## src/sdc_consts.svh

```systemverilog
`ifndef SDC_CONSTS_SVH
`define SDC_CONSTS_SVH
// Function
// - ACTIVE with bank and row before access
// - Wait 100 us before real commands
// - Only NOP or inhibit during power wait
// - Precharge all banks after power wait
// - Two auto refreshes before mode load
// - Load mode before any operational command
// - Mode bits twelve and thirteen zero
// - Load only idle, then wait load delay
// - Operating mode bits programmed zero
// - Never program reserved length or type
// - Mode load: all low, bank bits select register

// Command code {cs_n, ras_n, cas_n, we_n}
`define SDC_CMD_INHIBIT 4'hF
`define SDC_CMD_NOP     4'h7
`define SDC_CMD_BST     4'h6
`define SDC_CMD_READ    4'h5
`define SDC_CMD_WRITE   4'h4
`define SDC_CMD_ACTIVE  4'h3
`define SDC_CMD_PRE     4'h2
`define SDC_CMD_REF     4'h1
`define SDC_CMD_LMR     4'h0

// Register byte offsets
`define SDC_REG_CMD   8'h00
`define SDC_REG_MODE  8'h04
`define SDC_REG_ADDR  8'h08
`define SDC_REG_STAT  8'h0C
`define SDC_BUF_PAGE  3'h1
`define SDC_CMDB_RD     0
`define SDC_CMDB_WR     1
`define SDC_CMDB_RELOAD 2
`define SDC_STB_DONE     0
`define SDC_STB_BUSY     1
`define SDC_STB_MODE_ERR 2
`define SDC_STB_REQ_ERR  3

// Mode field layout
`define SDC_M_BL_MSB  2
`define SDC_M_TYPE    3
`define SDC_M_LAT_MSB 6
`define SDC_M_LAT_LSB 4
`define SDC_M_OPM_MSB 8
`define SDC_M_OPM_LSB 7
`define SDC_M_WSINGLE 9
`define SDC_MODE_RST  14'h0022
`define SDC_BL_FULL   3'h7

// Timing
`define SDC_CLK_MHZ    100
`define SDC_POWER_US   100
`define SDC_POWER_CYC  (`SDC_POWER_US * `SDC_CLK_MHZ)
`define SDC_T_RP_NS    20
`define SDC_T_RFC_NS   80
`define SDC_T_MRD_NS   20
`define SDC_T_RCD_NS   20
`define SDC_T_WR_NS    15
`define SDC_CYC(ns)    ((((ns) * `SDC_CLK_MHZ) + 999) / 1000)
`define SDC_RP_CYC     16'(`SDC_CYC(`SDC_T_RP_NS))
`define SDC_RFC_CYC    16'(`SDC_CYC(`SDC_T_RFC_NS))
`define SDC_MRD_CYC    16'(`SDC_CYC(`SDC_T_MRD_NS))
`define SDC_RCD_CYC    16'(`SDC_CYC(`SDC_T_RCD_NS))
`define SDC_WR_CYC     16'(`SDC_CYC(`SDC_T_WR_NS))

`endif

```

## src/sdc_pkg.sv

```systemverilog
package sdc_pkg;

    typedef enum logic [3:0] {
        S_POWER, S_PREALL, S_REFRESH, S_LOAD, S_IDLE,
        S_ACTIVE, S_ACCESS, S_RDATA, S_WDATA, S_CLOSE, S_WAIT
    } sdc_state_t;

    typedef struct packed {
        sdc_state_t       st;
        sdc_state_t       ret;
        logic [15:0]      cnt;
        logic [1:0]       refs;
        logic [3:0]       beat;
        logic [13:0]      mode_pend;
        logic [13:0]      mode_act;
        logic             done;
        logic             mode_err;
        logic             req_err;
        logic             is_wr;
        logic [1:0]       bank;
        logic [12:0]      row;
        logic [9:0]       col;
        logic [7:0][15:0] dbuf;
        logic [31:0]      rdata;
        logic             cke;
        logic [3:0]       cmd;
        logic [1:0]       ba;
        logic [12:0]      a;
        logic             dqm;
        logic [15:0]      dq_o;
        logic             dq_oe;
    } sdc_regs_t;

endpackage
```

## src/sdc_burst_order.sv

```systemverilog
`timescale 1ns/1ns
`include "sdc_consts.svh"
module sdc_burst_order
    import sdc_pkg::*;
(
    input  wire logic [9:0] start_col,
    input  wire logic [2:0] beat,
    input  wire logic [2:0] bl_code,
    input  wire logic       interleaved,
    output logic      [9:0] col
);
    logic [2:0] sum_lo;
    logic [2:0] xor_lo;
    logic [2:0] lo;
    logic [9:0] page_col;

    assign sum_lo   = start_col[2:0] + beat;
    assign xor_lo   = start_col[2:0] ^ beat;
    assign page_col = start_col + {7'h00, beat};

    // Bits below the block size move, the rest pick the block
    genvar i;
    for (i = 0; i < 3; i++) begin : g_bit
        assign lo[i] = (3'(i) < bl_code) ? (interleaved ? xor_lo[i] : sum_lo[i])
                                         : start_col[i];
    end

    assign col = (bl_code == `SDC_BL_FULL) ? page_col : {start_col[9:3], lo};

endmodule

```

## src/sdc_ctrl.sv

```systemverilog
`timescale 1ns/1ns
`include "sdc_consts.svh"
module sdc_ctrl
    import sdc_pkg::*;
#(
    parameter int P_POWER_CYC = `SDC_POWER_CYC
)(
    input  wire logic        SYS_CLK,
    input  wire logic        RST,
    input  wire logic        CE,
    input  wire logic [7:0]  REG_ADDR,
    input  wire logic [31:0] REG_WDATA,
    input  wire logic        REG_WR,
    input  wire logic        REG_RD,
    output logic      [31:0] REG_RDATA,
    output logic             SD_CKE,
    output logic             SD_CS_N,
    output logic             SD_RAS_N,
    output logic             SD_CAS_N,
    output logic             SD_WE_N,
    output logic      [1:0]  SD_BA,
    output logic      [12:0] SD_A,
    output logic             SD_DQM,
    input  wire logic [15:0] SD_DQ_I,
    output logic      [15:0] SD_DQ_O,
    output logic             SD_DQ_OE
);
    sdc_regs_t   q;
    sdc_regs_t   d;
    logic [9:0]  beat_col;
    logic [3:0]  nbeats;
    logic [2:0]  bl_code;
    logic [2:0]  lat;
    logic        full_page;

    ////////////////////////////////////////////////////////////////////////////
    // Active mode decode

    assign bl_code   = q.mode_act[`SDC_M_BL_MSB:0];
    assign lat       = q.mode_act[`SDC_M_LAT_MSB:`SDC_M_LAT_LSB];
    assign full_page = (bl_code == `SDC_BL_FULL);

    always_comb begin
        if (q.is_wr && q.mode_act[`SDC_M_WSINGLE]) begin
            nbeats = 4'h1;
        end else if (full_page) begin
            nbeats = 4'h8;                          // Page burst cut at buffer depth
        end else begin
            nbeats = 4'(4'h1 << bl_code);
        end
    end

    sdc_burst_order u_order (
        .start_col   (q.col),
        .beat        (q.beat[2:0]),
        .bl_code     (bl_code),
        .interleaved (q.mode_act[`SDC_M_TYPE]),
        .col         (beat_col)
    );

    function automatic logic mode_legal(input logic [13:0] m);
        logic bl_ok;
        logic lat_ok;
        bl_ok  = (m[`SDC_M_BL_MSB:0] < 3'h4) ||
                 (m[`SDC_M_BL_MSB:0] == `SDC_BL_FULL && !m[`SDC_M_TYPE]);
        lat_ok = (m[`SDC_M_LAT_MSB:`SDC_M_LAT_LSB] == 3'h2) ||
                 (m[`SDC_M_LAT_MSB:`SDC_M_LAT_LSB] == 3'h3);
        return bl_ok && lat_ok && (m[`SDC_M_OPM_MSB:`SDC_M_OPM_LSB] == 2'h0);
    endfunction

    ////////////////////////////////////////////////////////////////////////////
    // Next state

    always_comb begin
        d       = q;
        d.cmd   = `SDC_CMD_NOP;
        d.rdata = 32'h0000_0000;

        // Status clear first, so a same-cycle set wins
        if (REG_WR && REG_ADDR == `SDC_REG_STAT) begin
            if (REG_WDATA[`SDC_STB_MODE_ERR]) d.mode_err = 1'b0;
            if (REG_WDATA[`SDC_STB_REQ_ERR])  d.req_err  = 1'b0;
        end
        if (REG_WR && REG_ADDR == `SDC_REG_MODE) begin
            // Top bits 13:10 forced low; only written bits 9:0 are kept
            if (mode_legal(REG_WDATA[13:0])) begin
                d.mode_pend = {4'h0, REG_WDATA[9:0]};
            end else begin
                d.mode_err  = 1'b1;
            end
        end
        if (REG_WR && REG_ADDR == `SDC_REG_ADDR) begin
            d.col  = REG_WDATA[9:0];
            d.row  = REG_WDATA[22:10];
            d.bank = REG_WDATA[24:23];
        end
        if (REG_WR && REG_ADDR[7:5] == `SDC_BUF_PAGE) begin
            d.dbuf[REG_ADDR[4:2]] = REG_WDATA[15:0];
        end

        case (q.st)
            S_POWER: begin
                d.cke = 1'b1;
                if (q.cnt >= 16'(P_POWER_CYC - 1)) begin
                    d.st = S_PREALL;
                end else begin
                    d.cnt = q.cnt + 16'h0001;
                end
            end
            S_PREALL: begin
                d.cmd  = `SDC_CMD_PRE;
                d.a    = 13'h0400;
                d.refs = 2'h0;
                d.cnt  = `SDC_RP_CYC - 16'h0001;
                d.ret  = S_REFRESH;
                d.st   = S_WAIT;
            end
            S_REFRESH: begin
                d.cmd  = `SDC_CMD_REF;
                d.refs = q.refs + 2'h1;
                d.cnt  = `SDC_RFC_CYC - 16'h0001;
                d.ret  = (q.refs == 2'h1) ? S_LOAD : S_REFRESH;
                d.st   = S_WAIT;
            end
            S_LOAD: begin
                // Whole op-code presented in one command cycle
                d.cmd      = `SDC_CMD_LMR;
                d.ba       = 2'h0;
                d.a        = {3'h0, q.mode_pend[9:0]};
                d.mode_act = q.mode_pend;
                d.done     = 1'b1;
                d.cnt      = `SDC_MRD_CYC - 16'h0001;
                d.ret      = S_IDLE;
                d.st       = S_WAIT;
            end
            S_ACTIVE: begin
                d.cmd = `SDC_CMD_ACTIVE;
                d.ba  = q.bank;
                d.a   = q.row;
                d.cnt = `SDC_RCD_CYC - 16'h0001;
                d.ret = S_ACCESS;
                d.st  = S_WAIT;
            end
            S_ACCESS: begin
                d.ba  = q.bank;
                d.a   = {3'h0, q.col};                  // No auto precharge
                d.dqm = 1'b0;
                d.cnt = 16'h0000;
                if (q.is_wr) begin
                    d.cmd   = `SDC_CMD_WRITE;
                    // Beat counter still holds the last burst; beat 0 is the start column
                    d.dq_o  = q.dbuf[q.col[2:0]];
                    d.dq_oe = 1'b1;
                    d.beat  = 4'h1;
                    d.st    = S_WDATA;
                end else begin
                    d.cmd  = `SDC_CMD_READ;
                    d.beat = 4'h0;
                    d.st   = S_RDATA;
                end
            end
            S_RDATA: begin
                if (q.cnt < {13'h0000, lat}) begin
                    d.cnt = q.cnt + 16'h0001;
                end else begin
                    // Sampled at edge n + latency
                    d.dbuf[beat_col[2:0]] = SD_DQ_I;
                    d.beat = q.beat + 4'h1;
                    if (q.beat == nbeats - 4'h1) begin
                        if (full_page) d.cmd = `SDC_CMD_BST;
                        d.st = S_CLOSE;
                    end
                end
            end
            S_WDATA: begin
                if (q.beat == nbeats) begin
                    d.dq_oe = 1'b0;
                    if (full_page && !q.mode_act[`SDC_M_WSINGLE]) d.cmd = `SDC_CMD_BST;
                    d.cnt = `SDC_WR_CYC - 16'h0001;
                    d.ret = S_CLOSE;
                    d.st  = S_WAIT;
                end else begin
                    d.dq_o = q.dbuf[beat_col[2:0]];
                    d.beat = q.beat + 4'h1;
                end
            end
            S_CLOSE: begin
                d.cmd = `SDC_CMD_PRE;
                d.a   = 13'h0400;
                d.dqm = 1'b1;
                d.cnt = `SDC_RP_CYC - 16'h0001;
                d.ret = S_IDLE;
                d.st  = S_WAIT;
            end
            S_WAIT: begin
                if (q.cnt <= 16'h0001) begin
                    d.st = q.ret;
                end else begin
                    d.cnt = q.cnt - 16'h0001;
                end
            end
            S_IDLE: begin
                d.dqm = 1'b1;
            end
            default: begin
                d.st = S_POWER;
            end
        endcase

        // Requests only taken idle and initialised; else flagged
        if (REG_WR && REG_ADDR == `SDC_REG_CMD && REG_WDATA[2:0] != 3'h0) begin
            if (q.st != S_IDLE || !q.done) begin
                d.req_err = 1'b1;
            end else if (REG_WDATA[`SDC_CMDB_RELOAD]) begin
                d.st = S_LOAD;
            end else begin
                d.is_wr = REG_WDATA[`SDC_CMDB_WR];
                d.st    = S_ACTIVE;
            end
        end

        if (REG_RD) begin
            case (REG_ADDR)
                `SDC_REG_MODE: d.rdata = {2'h0, q.mode_act, 2'h0, q.mode_pend};
                `SDC_REG_ADDR: d.rdata = {7'h00, q.bank, q.row, q.col};
                `SDC_REG_STAT: d.rdata = {28'h0000000, q.req_err, q.mode_err,
                                          q.st != S_IDLE, q.done};
                default: begin
                    if (REG_ADDR[7:5] == `SDC_BUF_PAGE) d.rdata = {16'h0000, q.dbuf[REG_ADDR[4:2]]};
                end
            endcase
        end
    end

    always_ff @(posedge SYS_CLK or posedge RST) begin
        if (RST) begin
            q           <= '0;
            q.st        <= S_POWER;
            q.ret       <= S_IDLE;
            q.mode_pend <= `SDC_MODE_RST;
            q.cmd       <= `SDC_CMD_INHIBIT;
            q.dqm       <= 1'b1;
        end else if (CE) begin
            q <= d;
        end
    end

    assign REG_RDATA = q.rdata;
    assign SD_CKE    = q.cke;
    assign {SD_CS_N, SD_RAS_N, SD_CAS_N, SD_WE_N} = q.cmd;
    assign SD_BA     = q.ba;
    assign SD_A      = q.a;
    assign SD_DQM    = q.dqm;
    assign SD_DQ_O   = q.dq_o;
    assign SD_DQ_OE  = q.dq_oe;

    ////////////////////////////////////////////////////////////////////////////
    // Checks on the pins this controller drives

    logic [3:0]  cmd_now;
    logic [15:0] pu_cnt;
    logic [1:0]  ref_seen;
    logic        bank_open;
    logic        loaded;
    logic        any_cmd;

    assign cmd_now = {SD_CS_N, SD_RAS_N, SD_CAS_N, SD_WE_N};

    always_ff @(posedge SYS_CLK or posedge RST) begin
        if (RST) begin
            pu_cnt    <= 16'h0000;
            ref_seen  <= 2'h0;
            bank_open <= 1'b0;
            loaded    <= 1'b0;
            any_cmd   <= 1'b0;
        end else if (CE) begin
            if (pu_cnt != 16'hFFFF) pu_cnt <= pu_cnt + 16'h0001;
            if (cmd_now == `SDC_CMD_REF && ref_seen != 2'h3) ref_seen <= ref_seen + 2'h1;
            if (cmd_now == `SDC_CMD_ACTIVE) bank_open <= 1'b1;
            if (cmd_now == `SDC_CMD_PRE && SD_A[10]) bank_open <= 1'b0;
            if (cmd_now == `SDC_CMD_LMR) loaded <= 1'b1;
            if (cmd_now != `SDC_CMD_NOP && cmd_now != `SDC_CMD_INHIBIT) any_cmd <= 1'b1;
        end
    end
endmodule

```

## config.mk

```make
export PLATFORM = sky130hd
export DESIGN_NAME = sdc_ctrl
export DESIGN_NICKNAME = d
export VERILOG_FILES = /design/src/sdc_pkg.sv /design/src/sdc_burst_order.sv /design/src/sdc_ctrl.sv
export VERILOG_INCLUDE_DIRS = /design/src /design/src/src
export SDC_FILE = /design/constraint.sdc
export NUM_CORES = 1
export LEC_CHECK = 0
export ABC_AREA = 1
export ABC_CLOCK_PERIOD_IN_PS = 11800
export BUFFER_PORTS_ARGS = -buffer_cell sky130_fd_sc_hd__buf_4
export CAP_MARGIN = 20
export CELL_PAD_IN_SITES_DETAIL_PLACEMENT = 0
export CELL_PAD_IN_SITES_GLOBAL_PLACEMENT = 1
export CORE_MARGIN = 8
export CORE_UTILIZATION = 44
export DETAILED_ROUTE_END_ITERATION = 12
export GPL_TIMING_DRIVEN = 0
export PLACE_DENSITY = 0.81
export SYNTH_ARGS = -nofsm -noshare
export SYNTH_HDL_FRONTEND = slang
export SYNTH_SLANG_ARGS = --single-unit
```

## constraint.sdc

```tcl
create_clock -name SYS_CLK -period 11.8 [get_ports SYS_CLK]
set_input_delay 1.77 -clock SYS_CLK [delete_from_list [all_inputs] [get_ports SYS_CLK]]
set_output_delay 1.77 -clock SYS_CLK [all_outputs]
set_load 0.05 [all_outputs]
```

==> reports/metrics.yaml, run 1 <==
status:
  status: "finished, final reports clean"
timing:
  hold_viol: 0
  setup_viol: 0
  skew_ns: 0.0291
  fin_ws_ns: 7.46
  tightestPinTransition_ns: 1.18
  min_period_over_period_pct: 36.8
  rsz0062_at_grt: "false"
  drv_slew: 0
  max_freq_mhz: 230
  finalCriticalPeriod_ns: 4.34
  relSlewSlack_pct: 21.2
worst_setup_path:
  r2r_setup_slack_ns: 8.47
  r2r_end: "SD_DQ_O[11]"
  r2r_cells: 13
  crit_start: "REG_ADDR[3]"
  cp_data_required_time_ns: 12.26
  crit_path_max_fanout: 10
  reg2reg_from: "q[255]"
  arrival_ns: 4.80
  start_kind: "primary input"
  cp-end-kind: "flip-flop"
  crit_type: "in2reg"
  endpoint: "REG_RDATA[3]"
yosys:
  async_flop_share_pct: 100
  synth_flop_cell: "dfrtp_1"
  syn_area_per_cell_um2: 6.35
  synth_top_cell_area_share_pct: 33.1
  ys_seq_area_share_pct: 34.1
  yosysWarnings: 0
  yosysMostFrequentCell: "nand2_1"
  synth_commonest_cells: "1,330 x nand2_1, 263 x dfrtp_1, 254 x nand3_1"
  ys_ff_latch: 271
  synth_area_leaders: "dfrtp_1 33%, nand2_1 25%, nand3_1 6.4%, o21ai_0 5.9%, inv_1 4.4%"
  syn_inst: 3132
  synth-edff-count: 0
  yosysTopAreaCell: "dfrtp_1"
  yosysUniqueCellTypes: 59
  syn_area_um2: 19900
die:
  die-area_um2: 52300
  die_x_um: 229
  rows: 78
  core_um2: 45000
  io_pins: 131
  initial_core_util_pct: 44.2
  die_y_um: 229
drt:
  drtPass1Iterations: 6
  finalWirelength_mm: 101
  drt_iter0_markers: 3026
  routedWlPerCell_um: 25.7
  ant_nets: 0
  viasPerCell: 5.95
  vias: 23400
  remaining_drc_errors: 0
placed_design:
  placed_area_um2: 21600
  dpl_worst_slack_ns: 7.17
  hpwl_mm: 74.5
  dp.cells: 3854
  place.gp.congestion: 1.05
  io_buffer_count: 115
finish:
  drive_above_1_share_pct: 11.9
  final_area_um2: 22800
  num-nets-final: 3364
  fillers: 4664
  area_delta_synth_final_pct: 14.7
  fin_cells: 3925
global_routing:
  track_usage_pct: 37.2
  grt_max_degree: 111
  grt_antenna_before_repair: 7
  grt_pass1_wl_mm: 145
  overflow: 0
  grt_pass1_vias: 21900
run:
  drv_cap: 0
clocking:
  worst_skew_pair.late_latency_ns: 0.59
  cts_setup_buffers: 0
  ctsResizeCount: 0
  numCtsBuffers: 36
  root_buffer: "clkbuf_16"
  ctsLongestPathBuffers: 3
  cts.clk_slew.worst_paths_ns: 0.06
  htree_levels: 2
  cts_tree: "built"
  clock_sinks: 271
  postCtsHoldBufs: 0
power:
  leakage_nw: 12.0
  p_per_area_nw_per_um2: 215
  power_mw: 4.91
  peakVddDrop_uv: 129
worst_hold_path:
  worstHoldStart: "cmd_now[3]"
  min_path_type: "reg2reg"
cell families after synthesis:
family | share of synthesized area (%)
adders and majority gates | 0.730
muxes | 0.560
DFF | 34.1
buffers and inverters | 11.4
other | 0.0188
AOI/OAI and AO/OA | 13.7
xor gates and xnor gates | 0.484
and+or+nand+nor | 39.1
placed cells by master, fill, tap and decap left out, types with 6 or more instances in the layout:
master / synthesis / layout
nand2_1: 1330 / 1330
dfrtp_1: 263 / 263
nand3_1: 254 / 254
o21ai_0: 233 / 233
inv_1: 231 / 230
buf_4: 80 / 195
nor2_1: 181 / 181
clkbuf_1: 95 / 106
a21oi_1: 97 / 97
o22ai_1: 72 / 72
buf_2: 42 / 42
clkbuf_16: 0 / 36
nand4_1: 24 / 24
nor3_1: 16 / 16
inv_2: 14 / 14
o211ai_1: 13 / 13
nor2_4: 12 / 12
nor2_2: 10 / 10
xor2_1: 10 / 10
buf_1: 10 / 10
a22oi_1: 10 / 10
ha_1: 10 / 10
nand2_4: 9 / 9
nand3_4: 9 / 9
o2111ai_1: 9 / 9
a22o_1: 9 / 9
dfstp_2: 8 / 8
nand2_2: 8 / 8
o31ai_1: 8 / 8
diode_2: 0 / 6
buf_6: 6 / 6
conb_1: 1 / 6
flip-flops by register name, indices dropped and copies added, names as in the netlist:
name	cells
lat	3
SD_CKE	1
SD_DQM	1
SD_BA	2
SD_DQ_O	16
SD_A	13
cmd_now	4
SD_DQ_OE	1
bl_code	3
REG_RDATA	26
q	201
final cells by class:
type,instances,area (µm²),share of cell area [%]
Timing Repair Buffer,117,918,4.02
Buffer,236,1300,5.69
Inverter,252,970,4.25
Clock inverter,13,205,0.899
Tap cell,600,751,3.29
Multi-Input combinational cell,2378,10900,47.6
Antenna cell,6,15.0,0.0658
Clock buffer,52,1010,4.43
Sequential cell,271,6790,29.8
worst max-delay path, stage by stage:
cell,delay (ns)
buf_2,0.23
inv_1,0.14
nand2_1,0.27
inv_1,0.21
clkbuf_1,0.45
a22oi_1,0.91
nand3_1,0.24
nand3_1,0.26
nand2_1,0.08
nand3_1,0.15
nand2_1,0.07
per-stage QoR:
step	utilization (%)	hold WS (ns)	TNS (ns)
after floorplan	-	0.435	0
after global placement	47.9	0.425	-286.49
final	50.7	0.452	0
after detailed placement	48.0	0.438	0
after CTS	50.7	0.452	0
after global routing	50.7	0.474	0
metal layers:
metal | part of all wire (%) | GRT usage, %
met5 | 0.042 | 0
met4 | 7.8 | 25.2
met3 | 9.8 | 8.43
met2 | 44 | 57.7
met1 | 38 | 45.9
power breakdown:
group          switching [mW]  internal [mW]  total [mW]
clock                   0.474          0.689        1.16
sequential              0.216           1.12        1.34
combinational            1.72          0.696        2.41
total                    2.41           2.51        4.91
worst min-delay path by stage:
stage	endpoint	slack, ns	depth (start not counted)
6_report	cmd_now[3]	0.45	2
4_1_cts	cmd_now[3]	0.45	2
2_1_floorplan	q[226]	0.43	2
3_3_place_gp	cmd_now[3]	0.43	2
5_1_grt	cmd_now[3]	0.47	2
3_5_place_dp	cmd_now[3]	0.44	2
Power figures use the tool's default switching activity.
==> run 2: changes to the inputs <==
--- a/config.mk
+++ b/config.mk
@@ -6,14 +6,14 @@
 export SDC_FILE = /design/constraint.sdc
 export NUM_CORES = 1
 export LEC_CHECK = 0
-export ABC_AREA = 1
-export ABC_CLOCK_PERIOD_IN_PS = 11800
+export ABC_AREA = 0
+export ABC_CLOCK_PERIOD_IN_PS = 4300
 export BUFFER_PORTS_ARGS = -buffer_cell sky130_fd_sc_hd__buf_4
 export CAP_MARGIN = 20
 export CELL_PAD_IN_SITES_DETAIL_PLACEMENT = 0
 export CELL_PAD_IN_SITES_GLOBAL_PLACEMENT = 1
 export CORE_MARGIN = 8
-export CORE_UTILIZATION = 44
+export CORE_UTILIZATION = 48
 export DETAILED_ROUTE_END_ITERATION = 12
 export GPL_TIMING_DRIVEN = 0
 export PLACE_DENSITY = 0.81
==> constraint.sdc (replaced) <==
create_clock -name SYS_CLK -period 4.3 [get_ports SYS_CLK]
set_input_delay 0.645 -clock SYS_CLK [delete_from_list [all_inputs] [get_ports SYS_CLK]]
set_output_delay 0.645 -clock SYS_CLK [all_outputs]
set_load 0.05 [all_outputs]
==> run 2 against run 1 <==
Clock skew down 0.016 ns. Sequential power increased by 140%. Synthesized area shrank 8.8%. Non-clock buffer count grew 8.
==> reports/metrics.yaml, run 2 <==
clocking:
  ctsLongestPathBuffers: 3  # unchanged
  root_buffer: "clkbuf_16"  # unchanged
  clock_sinks: 271  # unchanged
  cts.clk_slew.worst_paths_ns: 0.06  # about the same
  postCtsHoldBufs: 0  # unchanged
  htree_levels: 2  # unchanged
  numCtsBuffers: 35  # was 36
  worst_skew_pair.late_latency_ns: 0.57  # was 0.59 ns
  cts_setup_buffers: 0  # unchanged
  ctsResizeCount: 0  # unchanged
  cts_tree: "built"  # unchanged
power:
  clock_power_share_pct: 34.0  # was 23.7%
  seqPwrFrac_pct: 31.9  # was 27.2%
  peakVddDrop_uv: 357  # was 129 µV
  switching_share_pct: 38.4  # was 49.0%
  p_int_mw: 6.17  # was 2.51 mW
  pwr-share-comb_pct: 34.0  # was 49.1%
  leakage_nw: 8.98  # was 12.0 nW
  p_switching_mw: 3.85  # was 2.41 mW
  p_per_area_nw_per_um2: 474  # was 215 nW/µm²
finish:
  antenna_cells: 0  # was 6
  layout_commonest_cell: "dfrtp_1"  # was nand2_1
  area_delta_synth_final_pct: 16.4  # was 14.7%
  drive_above_1_share_pct: 20.5  # was 11.9%
  utilization_pct: 56.4  # was 50.7%
  fillers: 3432  # was 4,664
  top_register: "q"  # unchanged
  largest_register_ffs: 201  # unchanged
  layout_common_cells: "263 x dfrtp_1, 181 x buf_4, 152 x nand2_1, 142 x nor2_1, 126 x clkbuf_1"  # was 1,330 x nand2_1, 263 x dfrtp_1, 254 x nand3_1, 233 x o21ai_0, 230 x inv_1
  num-nets-final: 2158  # was 3,364
timing:
  max_freq_mhz: 245
  skew_ns: 0.0130  # was 0.0291 ns
  relSlewSlack_pct: 19.0  # was 21.2%
  tightestPinTransition_ns: 1.22  # was 1.18 ns
  hold_viol: 0  # unchanged
  setup_viol: 0  # unchanged
  min_period_over_period_pct: 94.9
  drv_slew: 0  # unchanged
  rsz0062_at_grt: "false"  # unchanged
  fin_setup_tns_ns: 0  # unchanged
  finalCriticalPeriod_ns: 4.08
die:
  io_pins: 131  # unchanged
  die-area_um2: 44300  # was 52,300 µm²
  die_y_um: 210  # was 229 µm
  die_x_um: 210  # was 229 µm
  rows: 71  # was 78
  core_um2: 37500  # was 45,000 µm²
  initial_core_util_pct: 48.4  # was 44.2%
yosys:
  ys_ff_latch: 271  # unchanged
  syn_area_per_cell_um2: 9.44  # was 6.35 µm²
  syn_area_um2: 18100  # was 19,900 µm²
  synth-edff-count: 0  # unchanged
  yosysWarnings: 0  # unchanged
  ys_seq_area_share_pct: 37.4  # was 34.1%
  synth_top_cell_area_share_pct: 36.3  # was 33.1%
  synth_flop_cell: "dfrtp_1"  # unchanged
  yosysTopAreaCell: "dfrtp_1"  # unchanged
  yosysUniqueCellTypes: 88  # was 59
  yosysMostFrequentCell: "dfrtp_1"  # was nand2_1
  syn_inst: 1922  # was 3,132
  synth_commonest_cells: "263 x dfrtp_1, 152 x nand2_1, 142 x nor2_1"  # was 1,330 x nand2_1, 263 x dfrtp_1, 254 x nand3_1
  async_flop_share_pct: 100  # unchanged
  synth_area_leaders: "dfrtp_1 36%, mux4_2 9.9%, nand2_1 3.1%, nor2_1 2.9%, mux2i_1 2.9%"  # was dfrtp_1 33%, nand2_1 25%, nand3_1 6.4%, o21ai_0 5.9%, inv_1 4.4%
run:
  drv_cap: 0  # unchanged
drt:
  viasPerCell: 6.73  # was 5.95
  routedWlPerCell_um: 28.1  # was 25.7 µm
  finalWirelength_mm: 73.8  # was 101 mm
  vias: 17700  # was 23,400
  remaining_drc_errors: 0  # unchanged
  drt_iter0_markers: 2300  # was 3,026
  drtPass1Iterations: 9  # was 6
  ant_nets: 0  # unchanged
worst_setup_path:
  cp-end-kind: "flip-flop"  # unchanged
  crit_path_max_fanout: 10  # unchanged
  cp_data_required_time_ns: 4.80  # was 12.26 ns
  arrival_ns: 4.58  # was 4.80 ns
  start_kind: "flip-flop"  # was primary input
  crit_type: "reg2reg"  # was in2reg
global_routing:
  overflow: 0  # unchanged
  grt_max_degree: 44  # was 111
  grt_antenna_before_repair: 0  # was 7
  grt_pass1_wl_mm: 111  # was 145 mm
  grt_pass1_vias: 17400  # was 21,900
  track_usage_pct: 32.8  # was 37.2%
worst_hold_path:
  min_path_type: "in2async"  # was reg2reg
placed_design:
  io_buffer_count: 113  # was 115
  hpwl_mm: 56.8  # was 74.5 mm
  place.gp.congestion: 0.977  # was 1.05
status:
  status: "finished, final reports clean"  # unchanged
==> run 2: cell types whose count changed in the layout (fill, tap and decap cells not counted), moves of 29 or more <==
cell,previous run,this run
a211oi_1,1,30
a221o_1,0,33
inv_1,230,112
mux2i_1,1,53
mux4_2,0,80
nand2_1,1330,152
nand3_1,254,52
nor2_1,181,142
nor3_1,16,68
o21ai_0,233,103
o221ai_1,0,54
==> run 2: final cells by class <==
type	instances	area, µm²	share of cell area [%]
Clock buffer	46	977	4.63
Clock inverter	18	334	1.58
Buffer	239	1190	5.63
Multi-Input combinational cell	1304	9760	46.2
Inverter	113	428	2.03
Timing Repair Buffer	122	1010	4.79
Tap cell	511	639	3.03
Sequential cell	271	6790	32.1
==> run 2: worst max-delay path: stages, from the launching register on <==
cell and delay, ns:
dfrtp_1 0.35, clkbuf_1 0.49, inv_1 0.23, fa_1 0.48, nand2b_1 0.15, a21oi_1 0.37, o31a_1 0.17, buf_2 0.18
o21ai_1 0.37, o21ai_1 0.87, o221a_2 0.35
==> run 2: routing by layer <==
layer / share of wire [%] / track usage (%) / wire length [µm] / up-vias
met2: 45 / 51.3 / 33300 / 1150
met4: 5.1 / 16.3 / 3780 / 0
met3: 11 / 8.60 / 8030 / 214
met5: 0 / 0 / 0 / -
li1: - / - / - / 7604
met1: 39 / 42.0 / 28700 / 8687
==> run 2: logic make-up after synthesis <==
group           after synthesis  synth area share [%]
simple gates                506                  13.0
mux                         163                  14.7
compound gates              614                  25.0
other cells                   1                0.0207
flops                       271                  37.4
buf+inv                     352                  8.90
xor+xnor                      4                 0.193
fa+ha+maj                    11                 0.800
==> run 2: through the flow <==
| step | hold WS, ns | power (mW) | instances | setup slack (ns) | instance area, µm² |
|---|---|---|---|---|---|
| detailed placement | 0.475 | 6.57 | 2559 | 0.359 | 19800 |
| global route | 0.301 | 10.4 | 2624 | 0.101 | 21100 |
| global placement | 0.463 | 6.52 | 2551 | -1.87 | 19700 |
| CTS | 0.267 | 9.96 | 2623 | 0.322 | 21100 |
| finish | 0.255 | 10.0 | 2624 | 0.220 | 21100 |
| floorplan | 0.444 | 5.51 | 1927 | 0.0801 | 18200 |
==> run 2: final timing paths <==
check | start | endpoint | slack [ns] | cells past startpoint
hold / removal | RST | q[146] | 0.26 | 2
setup / recovery | q[199] | q[193] | 0.22 | 10
hold reg to reg | SD_A[5] | SD_A[5] | 0.48 | 2
min in group SYS_CLK | REG_WDATA[23] | q[221] | 0.30 | 2
max in group asynchronous | RST | q[246] | 3.01 | 4
setup reg to reg | q[199] | q[193] | 0.22 | 10
==> run 2: power groups by stage <==
stage | clock network, mW | registers [mW] | logic, mW
floorplan | 0 | 3.20 | 2.31
global placement | 0 | 3.21 | 3.31
detailed placement | 0 | 3.22 | 3.35
CTS | 3.42 | 3.18 | 3.36
global route | 3.52 | 3.23 | 3.67
finish | 3.41 | 3.20 | 3.41
